File: src/hdl/blk_req_pkg.sv
package blk_req_pkg;

    // Geometry of the request format
    localparam int SECTOR_SHIFT = 9;
    localparam int SECTOR_BYTES = 512;
    localparam int SENSE_BYTES = 96;
    localparam int TAG_W = 4;

    // Request type codes and the barrier flag position
    localparam logic [31:0] T_READ = 32'h0000_0000;
    localparam logic [31:0] T_WRITE = 32'h0000_0001;
    localparam logic [31:0] T_SCSI = 32'h0000_0002;
    localparam logic [31:0] T_SCSI_OUT = 32'h0000_0003;
    localparam logic [31:0] T_FLUSH = 32'h0000_0004;
    localparam logic [31:0] T_FLUSH_LEGACY = 32'h0000_0005;
    localparam int BARRIER_BIT = 31;

    // Final status byte values
    localparam logic [7:0] ST_OK = 8'h00;
    localparam logic [7:0] ST_IOERR = 8'h01;
    localparam logic [7:0] ST_UNSUPP = 8'h02;

    // Register byte offsets
    localparam logic [7:0] REG_CTRL = 8'h00;
    localparam logic [7:0] REG_CAP_LO = 8'h04;
    localparam logic [7:0] REG_CAP_HI = 8'h08;
    localparam logic [7:0] REG_STATUS = 8'h0C;
    localparam logic [7:0] REG_DONE_COUNT = 8'h10;

    // Control field positions and reset values
    localparam int CTRL_RO = 0;
    localparam int CTRL_BARRIER = 1;
    localparam int CTRL_SCSI = 2;
    localparam int CTRL_LEGACY = 3;
    localparam int CTRL_GUEST_BE = 4;
    localparam int CTRL_W = 5;
    localparam logic [CTRL_W-1:0] CTRL_RESET = 5'h00;
    localparam logic [63:0] CAP_RESET = 64'h0;

    // Status register field positions
    localparam int STAT_BARRIER = 8;
    localparam int STAT_BE_BUSY = 9;
    localparam int STAT_CMP_BUSY = 10;

    // Bus answers
    localparam logic [1:0] RESP_OKAY = 2'h0;
    localparam logic [1:0] RESP_SLVERR = 2'h2;

    typedef enum logic [1:0] {OP_READ, OP_WRITE, OP_FLUSH, OP_SCSI} be_op_e;

    // Request as posted by the driver, memory byte order
    typedef struct packed {
        logic [31:0] req_type;
        logic [31:0] reserved;
        logic [63:0] sector;
        logic [31:0] data_len;
        logic [15:0] cmd_len;
        logic [TAG_W-1:0] tag;
    } req_s;

    // Command towards the storage backend
    typedef struct packed {
        be_op_e op;
        logic [63:0] addr;
        logic [31:0] len;
        logic [15:0] cmd_len;
        logic [31:0] prio;
        logic [TAG_W-1:0] tag;
    } be_cmd_s;

    // Backend completion, any order
    typedef struct packed {
        logic [TAG_W-1:0] tag;
        logic err;
        logic [31:0] xfer;
        logic [7:0] sense_len;
    } be_done_s;

    // Completion towards the driver
    typedef struct packed {
        logic [TAG_W-1:0] tag;
        logic [7:0] status;
        logic [31:0] sense_len;
        logic [31:0] residual;
    } cmp_s;

endpackage

File: src/hdl/blk_req_proc.sv
// Chosen here: the placing of the registers and register access over AXI4-Lite.
`timescale 1ns/1ps
module blk_req_proc #(
    parameter int MAX_OUT = 8
) (
    // Clock and reset
    input wire logic I_CLK_SYS,
    input wire logic I_RESET,
    // AXI4-Lite write
    input wire logic [7:0] I_AWADDR,
    input wire logic I_AWVALID,
    output logic O_AWREADY,
    input wire logic [31:0] I_WDATA,
    input wire logic [3:0] I_WSTRB,
    input wire logic I_WVALID,
    output logic O_WREADY,
    output logic [1:0] O_BRESP,
    output logic O_BVALID,
    input wire logic I_BREADY,
    // AXI4-Lite read
    input wire logic [7:0] I_ARADDR,
    input wire logic I_ARVALID,
    output logic O_ARREADY,
    output logic [31:0] O_RDATA,
    output logic [1:0] O_RRESP,
    output logic O_RVALID,
    input wire logic I_RREADY,
    // Requests from the driver queue
    input wire blk_req_pkg::req_s I_REQ,
    input wire logic I_REQ_VALID,
    output logic O_REQ_READY,
    // Backend commands
    output blk_req_pkg::be_cmd_s O_BE_CMD,
    output logic O_BE_VALID,
    input wire logic I_BE_READY,
    // Backend completions
    input wire blk_req_pkg::be_done_s I_DONE,
    input wire logic I_DONE_VALID,
    output logic O_DONE_READY,
    // Completions to the driver
    output blk_req_pkg::cmp_s O_CMP,
    output logic O_CMP_VALID,
    input wire logic I_CMP_READY
);

    localparam int TAGS = 2 ** blk_req_pkg::TAG_W;
    localparam int CNT_W = $clog2(MAX_OUT + 1);

    // Tag space bounds the outstanding window
    if (MAX_OUT < 1 || MAX_OUT > TAGS) begin : max_out_bad
        $error("MAX_OUT must be within 1 and the tag space");
    end

    // Byte reversal for guest-native fields
    function automatic logic [63:0] bswap64(input logic [63:0] v);
        logic [63:0] r;
        r = 64'h0;
        for (int i = 0; i < 8; i++) begin
            r[8*i +: 8] = v[8*(7-i) +: 8];
        end
        return r;
    endfunction

    function automatic logic [31:0] bswap32(input logic [31:0] v);
        return {v[7:0], v[15:8], v[23:16], v[31:24]};
    endfunction

    // Registers
    logic [blk_req_pkg::CTRL_W-1:0] ctrl_r;
    logic [63:0] cap_r;
    logic [31:0] done_cnt_r;
    logic [CNT_W-1:0] out_cnt_r;
    logic barrier_hold_r;
    logic aw_have_r, w_have_r, bvalid_r, rvalid_r;
    logic [7:0] awaddr_r;
    logic [3:0] wstrb_r;
    logic [31:0] wdata_r, rdata_r;
    logic [1:0] bresp_r, rresp_r;
    blk_req_pkg::be_cmd_s be_cmd_r;
    logic be_valid_r;
    blk_req_pkg::cmp_s cmp_r;
    logic cmp_valid_r;
    logic [31:0] tbl_len_r [TAGS];
    logic tbl_scsi_r [TAGS];

    // Feature switches
    wire ro_en = ctrl_r[blk_req_pkg::CTRL_RO];
    wire barrier_en = ctrl_r[blk_req_pkg::CTRL_BARRIER];
    wire scsi_en = ctrl_r[blk_req_pkg::CTRL_SCSI];
    wire legacy_en = ctrl_r[blk_req_pkg::CTRL_LEGACY];
    wire swap_en = legacy_en & ctrl_r[blk_req_pkg::CTRL_GUEST_BE];

    // Header fields in host order
    wire [31:0] req_type = swap_en ? bswap32(I_REQ.req_type) : I_REQ.req_type;
    wire [31:0] req_rsvd = swap_en ? bswap32(I_REQ.reserved) : I_REQ.reserved;
    wire [63:0] req_sector = swap_en ? bswap64(I_REQ.sector) : I_REQ.sector;
    wire is_barrier = barrier_en & req_type[blk_req_pkg::BARRIER_BIT];
    wire [31:0] base_type = {1'b0, req_type[30:0]};

    // Type decode
    wire is_read = base_type == blk_req_pkg::T_READ;
    wire is_write = base_type == blk_req_pkg::T_WRITE;
    wire is_flush = (base_type == blk_req_pkg::T_FLUSH) |
                    (legacy_en & (base_type == blk_req_pkg::T_FLUSH_LEGACY));
    wire is_scsi = scsi_en & ((base_type == blk_req_pkg::T_SCSI) |
                              (base_type == blk_req_pkg::T_SCSI_OUT));
    wire is_rw = is_read | is_write;
    wire known = is_rw | is_flush | is_scsi;

    // Length and extent checks
    wire [63:0] end_sector = req_sector + {41'h0, I_REQ.data_len[31:blk_req_pkg::SECTOR_SHIFT]};
    wire len_bad = is_rw & (I_REQ.data_len[blk_req_pkg::SECTOR_SHIFT-1:0] != 9'h000);
    wire over_cap = is_rw & (end_sector > cap_r);
    wire cmd_bad = is_scsi & (I_REQ.cmd_len == 16'h0000);
    wire ro_hit = ro_en & is_write;
    wire req_err = len_bad | over_cap | cmd_bad | ro_hit;
    wire to_backend = known & ~req_err;
    wire [7:0] rej_status = known ? blk_req_pkg::ST_IOERR : blk_req_pkg::ST_UNSUPP;

    // Issue and completion handshakes
    wire be_free = ~be_valid_r | I_BE_READY;
    wire cmp_free = ~cmp_valid_r | I_CMP_READY;
    wire room = out_cnt_r < CNT_W'(MAX_OUT);
    wire barrier_block = barrier_hold_r | (is_barrier & (out_cnt_r != '0));
    wire req_ready = ~barrier_block & (to_backend ? (be_free & room) : (cmp_free & ~I_DONE_VALID));
    wire accept = I_REQ_VALID & req_ready;
    wire be_load = accept & to_backend;
    wire rej_load = accept & ~to_backend;
    wire done_take = I_DONE_VALID & cmp_free;
    wire [CNT_W-1:0] out_cnt_nxt = out_cnt_r + CNT_W'(be_load) - CNT_W'(done_take);

    // Backend command build
    blk_req_pkg::be_op_e op_sel;
    always_comb begin
        if (is_write) begin
            op_sel = blk_req_pkg::OP_WRITE;
        end else if (is_flush) begin
            op_sel = blk_req_pkg::OP_FLUSH;
        end else if (is_scsi) begin
            op_sel = blk_req_pkg::OP_SCSI;
        end else begin
            op_sel = blk_req_pkg::OP_READ; // Barrier keeps its own type
        end
    end
    wire [63:0] rw_addr = {req_sector[54:0], 9'h000};
    blk_req_pkg::be_cmd_s be_cmd_nxt;
    assign be_cmd_nxt.op = op_sel;
    assign be_cmd_nxt.addr = is_rw ? rw_addr : 64'h0;
    assign be_cmd_nxt.len = is_flush ? 32'h0 : I_REQ.data_len;
    assign be_cmd_nxt.cmd_len = is_scsi ? I_REQ.cmd_len : 16'h0000;
    assign be_cmd_nxt.prio = legacy_en ? req_rsvd : 32'h0;
    assign be_cmd_nxt.tag = I_REQ.tag;

    // Completion build from backend result or local refusal
    wire [31:0] done_len = tbl_len_r[I_DONE.tag];
    wire done_scsi = tbl_scsi_r[I_DONE.tag];
    wire [7:0] sense_cap = (I_DONE.sense_len > 8'(blk_req_pkg::SENSE_BYTES)) ?
                           8'(blk_req_pkg::SENSE_BYTES) : I_DONE.sense_len;
    wire [31:0] sense_raw = done_scsi ? {24'h0, sense_cap} : 32'h0;
    wire [31:0] resid_raw = done_scsi ? (done_len - I_DONE.xfer) : 32'h0;
    blk_req_pkg::cmp_s cmp_nxt;
    assign cmp_nxt.tag = done_take ? I_DONE.tag : I_REQ.tag;
    assign cmp_nxt.status = done_take ? (I_DONE.err ? blk_req_pkg::ST_IOERR : blk_req_pkg::ST_OK) : rej_status;
    assign cmp_nxt.sense_len = done_take ? (swap_en ? bswap32(sense_raw) : sense_raw) : 32'h0;
    assign cmp_nxt.residual = done_take ? (swap_en ? bswap32(resid_raw) : resid_raw) : 32'h0;

    // Backend command stage
    always_ff @(posedge I_CLK_SYS) begin
        if (I_RESET) begin
            be_valid_r <= 1'b0;
            be_cmd_r <= '0;
        end else if (be_free) begin
            be_valid_r <= be_load;
            be_cmd_r <= be_load ? be_cmd_nxt : be_cmd_r;
        end
    end

    // Per-tag memory of what a completion needs
    always_ff @(posedge I_CLK_SYS) begin
        if (be_load) begin
            tbl_len_r[I_REQ.tag] <= I_REQ.data_len;
            tbl_scsi_r[I_REQ.tag] <= is_scsi;
        end
    end

    // Completion stage, status after backend finished or on local refusal
    always_ff @(posedge I_CLK_SYS) begin
        if (I_RESET) begin
            cmp_valid_r <= 1'b0;
            cmp_r <= '0;
        end else if (cmp_free) begin
            cmp_valid_r <= done_take | rej_load;
            cmp_r <= (done_take | rej_load) ? cmp_nxt : cmp_r;
        end
    end

    // Outstanding count and barrier hold
    always_ff @(posedge I_CLK_SYS) begin
        if (I_RESET) begin
            out_cnt_r <= '0;
            barrier_hold_r <= 1'b0;
        end else begin
            out_cnt_r <= out_cnt_nxt;
            barrier_hold_r <= (be_load & is_barrier) | (barrier_hold_r & (out_cnt_nxt != '0));
        end
    end

    // Completed request counter
    always_ff @(posedge I_CLK_SYS) begin
        if (I_RESET) begin
            done_cnt_r <= 32'h0;
        end else if (cmp_valid_r & I_CMP_READY) begin
            done_cnt_r <= done_cnt_r + 32'h1;
        end
    end

    // Register bus decode
    wire aw_take = I_AWVALID & ~aw_have_r & ~bvalid_r;
    wire w_take = I_WVALID & ~w_have_r & ~bvalid_r;
    wire wr_go = aw_have_r & w_have_r & ~bvalid_r;
    wire [31:0] wmask = {{8{wstrb_r[3]}}, {8{wstrb_r[2]}}, {8{wstrb_r[1]}}, {8{wstrb_r[0]}}}; // Strobes held with data
    wire wr_ctrl = wr_go & (awaddr_r == blk_req_pkg::REG_CTRL);
    wire wr_cap_lo = wr_go & (awaddr_r == blk_req_pkg::REG_CAP_LO);
    wire wr_cap_hi = wr_go & (awaddr_r == blk_req_pkg::REG_CAP_HI);
    wire wr_hit = wr_ctrl | wr_cap_lo | wr_cap_hi;
    wire [31:0] ctrl_word = {{(32 - blk_req_pkg::CTRL_W){1'b0}}, ctrl_r};
    wire [31:0] ctrl_new = (ctrl_word & ~wmask) | (wdata_r & wmask);
    wire [31:0] cap_lo_new = (cap_r[31:0] & ~wmask) | (wdata_r & wmask);
    wire [31:0] cap_hi_new = (cap_r[63:32] & ~wmask) | (wdata_r & wmask);
    wire ar_take = I_ARVALID & ~rvalid_r;
    wire [31:0] status_word = {21'h0, cmp_valid_r, be_valid_r, barrier_hold_r, 8'(out_cnt_r)};
    logic [31:0] rd_word;
    logic rd_hit;
    always_comb begin
        rd_hit = 1'b1;
        unique case (I_ARADDR)
            blk_req_pkg::REG_CTRL: rd_word = ctrl_word;
            blk_req_pkg::REG_CAP_LO: rd_word = cap_r[31:0];
            blk_req_pkg::REG_CAP_HI: rd_word = cap_r[63:32];
            blk_req_pkg::REG_STATUS: rd_word = status_word;
            blk_req_pkg::REG_DONE_COUNT: rd_word = done_cnt_r;
            default: begin
                rd_word = 32'h0;
                rd_hit = 1'b0;
            end
        endcase
    end

    // Write address and data capture
    always_ff @(posedge I_CLK_SYS) begin
        if (I_RESET) begin
            aw_have_r <= 1'b0;
            w_have_r <= 1'b0;
            awaddr_r <= 8'h00;
            wdata_r <= 32'h0;
            wstrb_r <= 4'h0;
        end else begin
            aw_have_r <= aw_take | (aw_have_r & ~wr_go);
            w_have_r <= w_take | (w_have_r & ~wr_go);
            awaddr_r <= aw_take ? I_AWADDR : awaddr_r;
            wdata_r <= w_take ? I_WDATA : wdata_r;
            wstrb_r <= w_take ? I_WSTRB : wstrb_r;
        end
    end

    // Register writes and write response
    always_ff @(posedge I_CLK_SYS) begin
        if (I_RESET) begin
            ctrl_r <= blk_req_pkg::CTRL_RESET;
            cap_r <= blk_req_pkg::CAP_RESET;
            bvalid_r <= 1'b0;
            bresp_r <= blk_req_pkg::RESP_OKAY;
        end else begin
            ctrl_r <= wr_ctrl ? ctrl_new[blk_req_pkg::CTRL_W-1:0] : ctrl_r;
            cap_r <= {wr_cap_hi ? cap_hi_new : cap_r[63:32], wr_cap_lo ? cap_lo_new : cap_r[31:0]};
            bvalid_r <= wr_go | (bvalid_r & ~I_BREADY);
            bresp_r <= wr_go ? (wr_hit ? blk_req_pkg::RESP_OKAY : blk_req_pkg::RESP_SLVERR) : bresp_r;
        end
    end

    // Read response
    always_ff @(posedge I_CLK_SYS) begin
        if (I_RESET) begin
            rvalid_r <= 1'b0;
            rdata_r <= 32'h0;
            rresp_r <= blk_req_pkg::RESP_OKAY;
        end else begin
            rvalid_r <= ar_take | (rvalid_r & ~I_RREADY);
            rdata_r <= ar_take ? rd_word : rdata_r;
            rresp_r <= ar_take ? (rd_hit ? blk_req_pkg::RESP_OKAY : blk_req_pkg::RESP_SLVERR) : rresp_r;
        end
    end

    // Port drive
    assign O_AWREADY = ~aw_have_r & ~bvalid_r;
    assign O_WREADY = ~w_have_r & ~bvalid_r;
    assign O_BVALID = bvalid_r;
    assign O_BRESP = bresp_r;
    assign O_ARREADY = ~rvalid_r;
    assign O_RVALID = rvalid_r;
    assign O_RDATA = rdata_r;
    assign O_RRESP = rresp_r;
    assign O_REQ_READY = req_ready;
    assign O_BE_CMD = be_cmd_r;
    assign O_BE_VALID = be_valid_r;
    assign O_DONE_READY = cmp_free;
    assign O_CMP = cmp_r;
    assign O_CMP_VALID = cmp_valid_r;
endmodule

File: config.mk
export PLATFORM = sky130hd
export DESIGN_NAME = blk_req_proc
export DESIGN_NICKNAME = d
export VERILOG_FILES = /design/src/hdl/blk_req_pkg.sv /design/src/hdl/blk_req_proc.sv
export SDC_FILE = /design/constraint.sdc
export NUM_CORES = 2
export LEC_CHECK = 0
export BUFFER_PORTS_ARGS = -buffer_cell sky130_fd_sc_hd__clkbuf_2
export CORE_UTILIZATION = 30
export DETAILED_ROUTE_END_ITERATION = 7
export PLACE_DENSITY = 0.55
export SYNTH_ARGS = -nofsm -noshare
export SYNTH_HDL_FRONTEND = slang
export SYNTH_SLANG_ARGS = --single-unit
File: constraint.sdc
create_clock -name I_CLK_SYS -period 14.1 [get_ports I_CLK_SYS]
set_input_delay 1.41 -clock I_CLK_SYS [delete_from_list [all_inputs] [get_ports I_CLK_SYS]]
set_output_delay 1.41 -clock I_CLK_SYS [all_outputs]
set_load 0.02 [all_outputs]
==> reports/metrics.yaml <==
pwr:
  power_frac_clock_pct: 43.5
  leakage_nw: 17.7
  comb_power_share_pct: 10.1
  swShare_pct: 24.7
  p_sw_mw: 1.52
  p_int_mw: 4.63
  ir_worst_vdd_mv: 0.0853
  seqPwrFrac_pct: 46.3
  p_per_area_nw_per_um2: 123
floorplan:
  die_area_um2: 141000
  core-area_um2: 138000
  initial_core_util_pct: 30.4
  rows: 136
  die_w_um: 376
  io_pins: 559
  die_h_um: 376
setup_path:
  crit_path_start_kind: "flop"
  critPathMaxStageDelay_ns: 0.87
  rr_endpoint: "tbl_len_r[1][3]$_DFFE_PP_"
  path_class: "flop to flop"
  cp_num_buf_inv: 3
  reg2reg_slack_ns: 4.17
  crit_path_end_kind: "flop"
  cp_top_family: "simple AND/OR/NAND/NOR gates"
  reg2reg_depth: 26
  cp_max_fo: 92
  cp.required_ns: 14.44
  critPathSlowestCell: "and2_1"
  cp.arrival_ns: 10.27
grt:
  antenna_found_initial: 14
  grt_max_degree: 95
  grt_pass1_vias: 30074
  grt_pass1_wl_um: 213000
  grt_overflow: 0
  grt_use_total_pct: 20.6
finish:
  drive_gt1_share_pct: 23.2
  fin_cells: 6065
  final_nets: 4532
  syn_to_final_growth_pct: 18.9
  utilization_pct: 36.1
synthesis:
  ys.warnings.count: 0
  synth-seq-cells: 913
  syn-instance-count: 3637
  synth_area_um2: 41900
  ys_top_cells_by_count: "edfxtp_1, nand2_1, dfxtp_1"
  synth_area_leaders: "edfxtp_1, dfxtp_1, mux4_2"
  seq_area_frac_synth_pct: 56.3
  synth_cell_type_count: 79
  synth_top_area_share_pct: 37.9
  post-synth-top-count-cell: "edfxtp_1"
  synthArstFlopShare_pct: 0
  synth-edff-count: 528
  ys.flop_type: "edfxtp_1"
  netlist.top_cell.by_area: "edfxtp_1"
  syn_area_per_cell_um2: 11.5
place:
  port_buffers: 525
  place_hpwl_um: 107000
  dp_cells: 5877
  gp_congestion: 0.931
route:
  vias_per_cell: 5.16
  dr.pass1.iters: 7
  drc: 0
  ant_nets: 0
  drtIter0Drc: 3158
  routedWlPerCell_um: 24.5
  wl_um: 149000
  vias: 31319
timing:
  tightest_slew_ns: 1.23
  period_share_pct: 70.4
  hold_viol_final: 0
  clock.fmax_mhz: 101
  clock_skew_ns: 0.0416
  setup_viol: 0
  timing.hold.ws_ns: 0.450
  slew_headroom_pct: 18.1
  finalMaxSlewViolations: 0
  grt_setup_unrepaired: "no"
  fin_tns_setup_ns: 0
  period_needed_ns: 9.93
clock_network:
  cts_buffers: 101
  postCtsSetupBuffers: 0
  post_cts_resized: 0
  cts.reportedPaths.clkPinSlew_ns: 0.06
  cts.hold.buffers_added: 0
  cts_tree: "yes"
  htreeDepth: 3
  clock_tree.buffer_depth: 3
  clock-root-buffer: "clkbuf_16"
  clk_latency_ns: 0.70
  cts_sinks: 913
min_path:
  hold_class: "flop to flop"
  hold_path_end: "O_BE_CMD[22]$_SDFFE_PP0P_"
  hold_depth: 2
  min-delay-start: "O_BE_CMD[22]$_SDFFE_PP0P_"
run_status:
  status: "complete, no violations"
flow_run:
  drv_cap: 0
==> sequential cells by signal (all words and copies together), names as in the netlist, 4 cells and up, named ones only <==
signal / count
O_BE_CMD: 141
O_CMP: 54
O_RDATA: 32
awaddr_r: 8
done_cnt_r: 32
out_cnt_r: 4
tbl_len_r: 512
tbl_scsi_r: 16
wdata_r: 32
wstrb_r: 4
==> area by class of cell <==
class	instances	area, um^2
antenna	7	17.5
clock buffer	130	2740
clock inverter	51	589
fill	13686	88200
inverter	126	478
multi-input combinational	2389	17000
sequential	913	23600
tap	1863	2330
timing repair buffer	586	3110
==> kinds of logic (layout without fill, tap and decap cells) <==
kind of cell	count (synthesis)	after routing	share of synthesized area [%]
and+or+nand+nor	1201	1201	13.0
DFF	913	913	56.3
AOI/OAI and AO/OA	650	650	9.31
buffers and inverters	367	893	3.81
muxes	265	265	11.4
adders and majority gates	127	127	3.85
xor gates and xnor gates	113	113	2.36
other	1	40	0.00895
==> metal layers <==
| metal | wire [um] | track usage, % | part of all wire, % | up-vias |
|---|---|---|---|---|
| met5 | 43 | 0 | 0.029 | - |
| met4 | 4820 | 6.54 | 3.2 | 8 |
| met3 | 10700 | 4.27 | 7.2 | 211 |
| met2 | 70500 | 33.6 | 47 | 1200 |
| met1 | 62800 | 27.2 | 42 | 15579 |
| li1 | - | - | - | 14321 |
==> power groups by stage <==
| stage | combinational [mW] | sequential (mW) | clock [mW] |
|---|---|---|---|
| 2_1_floorplan | 0.378 | 2.90 | 0 |
| 3_3_place_gp | 0.617 | 2.90 | 0 |
| 3_5_place_dp | 0.621 | 2.90 | 0 |
| 4_1_cts | 0.624 | 2.85 | 2.73 |
| 5_1_grt | 0.678 | 2.85 | 2.83 |
| 6_report | 0.623 | 2.85 | 2.68 |
==> cell usage in the layout (no fill, tap or decap), drive strengths merged, types with 29 or more instances in the layout <==
master  instances
or3            43
clkinv         29
inv           132
mux2i          65
ha            124
xnor2          56
clkbuf        653
edfxtp        528
nor2          213
a21oi         370
nand4          37
mux4          165
nor3           42
nand3         224
conb           33
o21ai          90
nand2         515
a21o           31
xor2           57
mux2           35
dfxtp         385
buf            63
==> worst max path at each step <==
stage,startpoint,endpoint,slack [ns],depth (start not counted)
3_5_place_dp,I_REQ[52],tbl_len_r[1][3]$_DFFE_PP_,4.09,26
5_1_grt,flop,tbl_len_r[1][2]$_DFFE_PP_,3.59,26
2_1_floorplan,flop,tbl_len_r[0][0]$_DFFE_PP_,3.65,34
3_3_place_gp,I_REQ[108],tbl_len_r[1][15]$_DFFE_PP_,4.25,26
4_1_cts,flop,tbl_len_r[1][3]$_DFFE_PP_,4.23,26
6_report,flop,tbl_len_r[1][3]$_DFFE_PP_,4.17,26
==> metrics by stage <==
stage	cell area, um^2	total power [mW]	setup WS [ns]
floorplan	42000	3.28	3.65
global placement	46500	3.52	4.25
detailed placement	46500	3.52	4.09
CTS	49800	6.20	4.23
global route	49800	6.35	3.59
finish	49800	6.15	4.17
==> tightest hold or removal path: stages, from the launching register on <==
cell and delay [ns]:
dfxtp_1 0.30, nand2_1 0.05, a21oi_1 0.05
No activity file was read; power rests on OpenSTA's default activity.
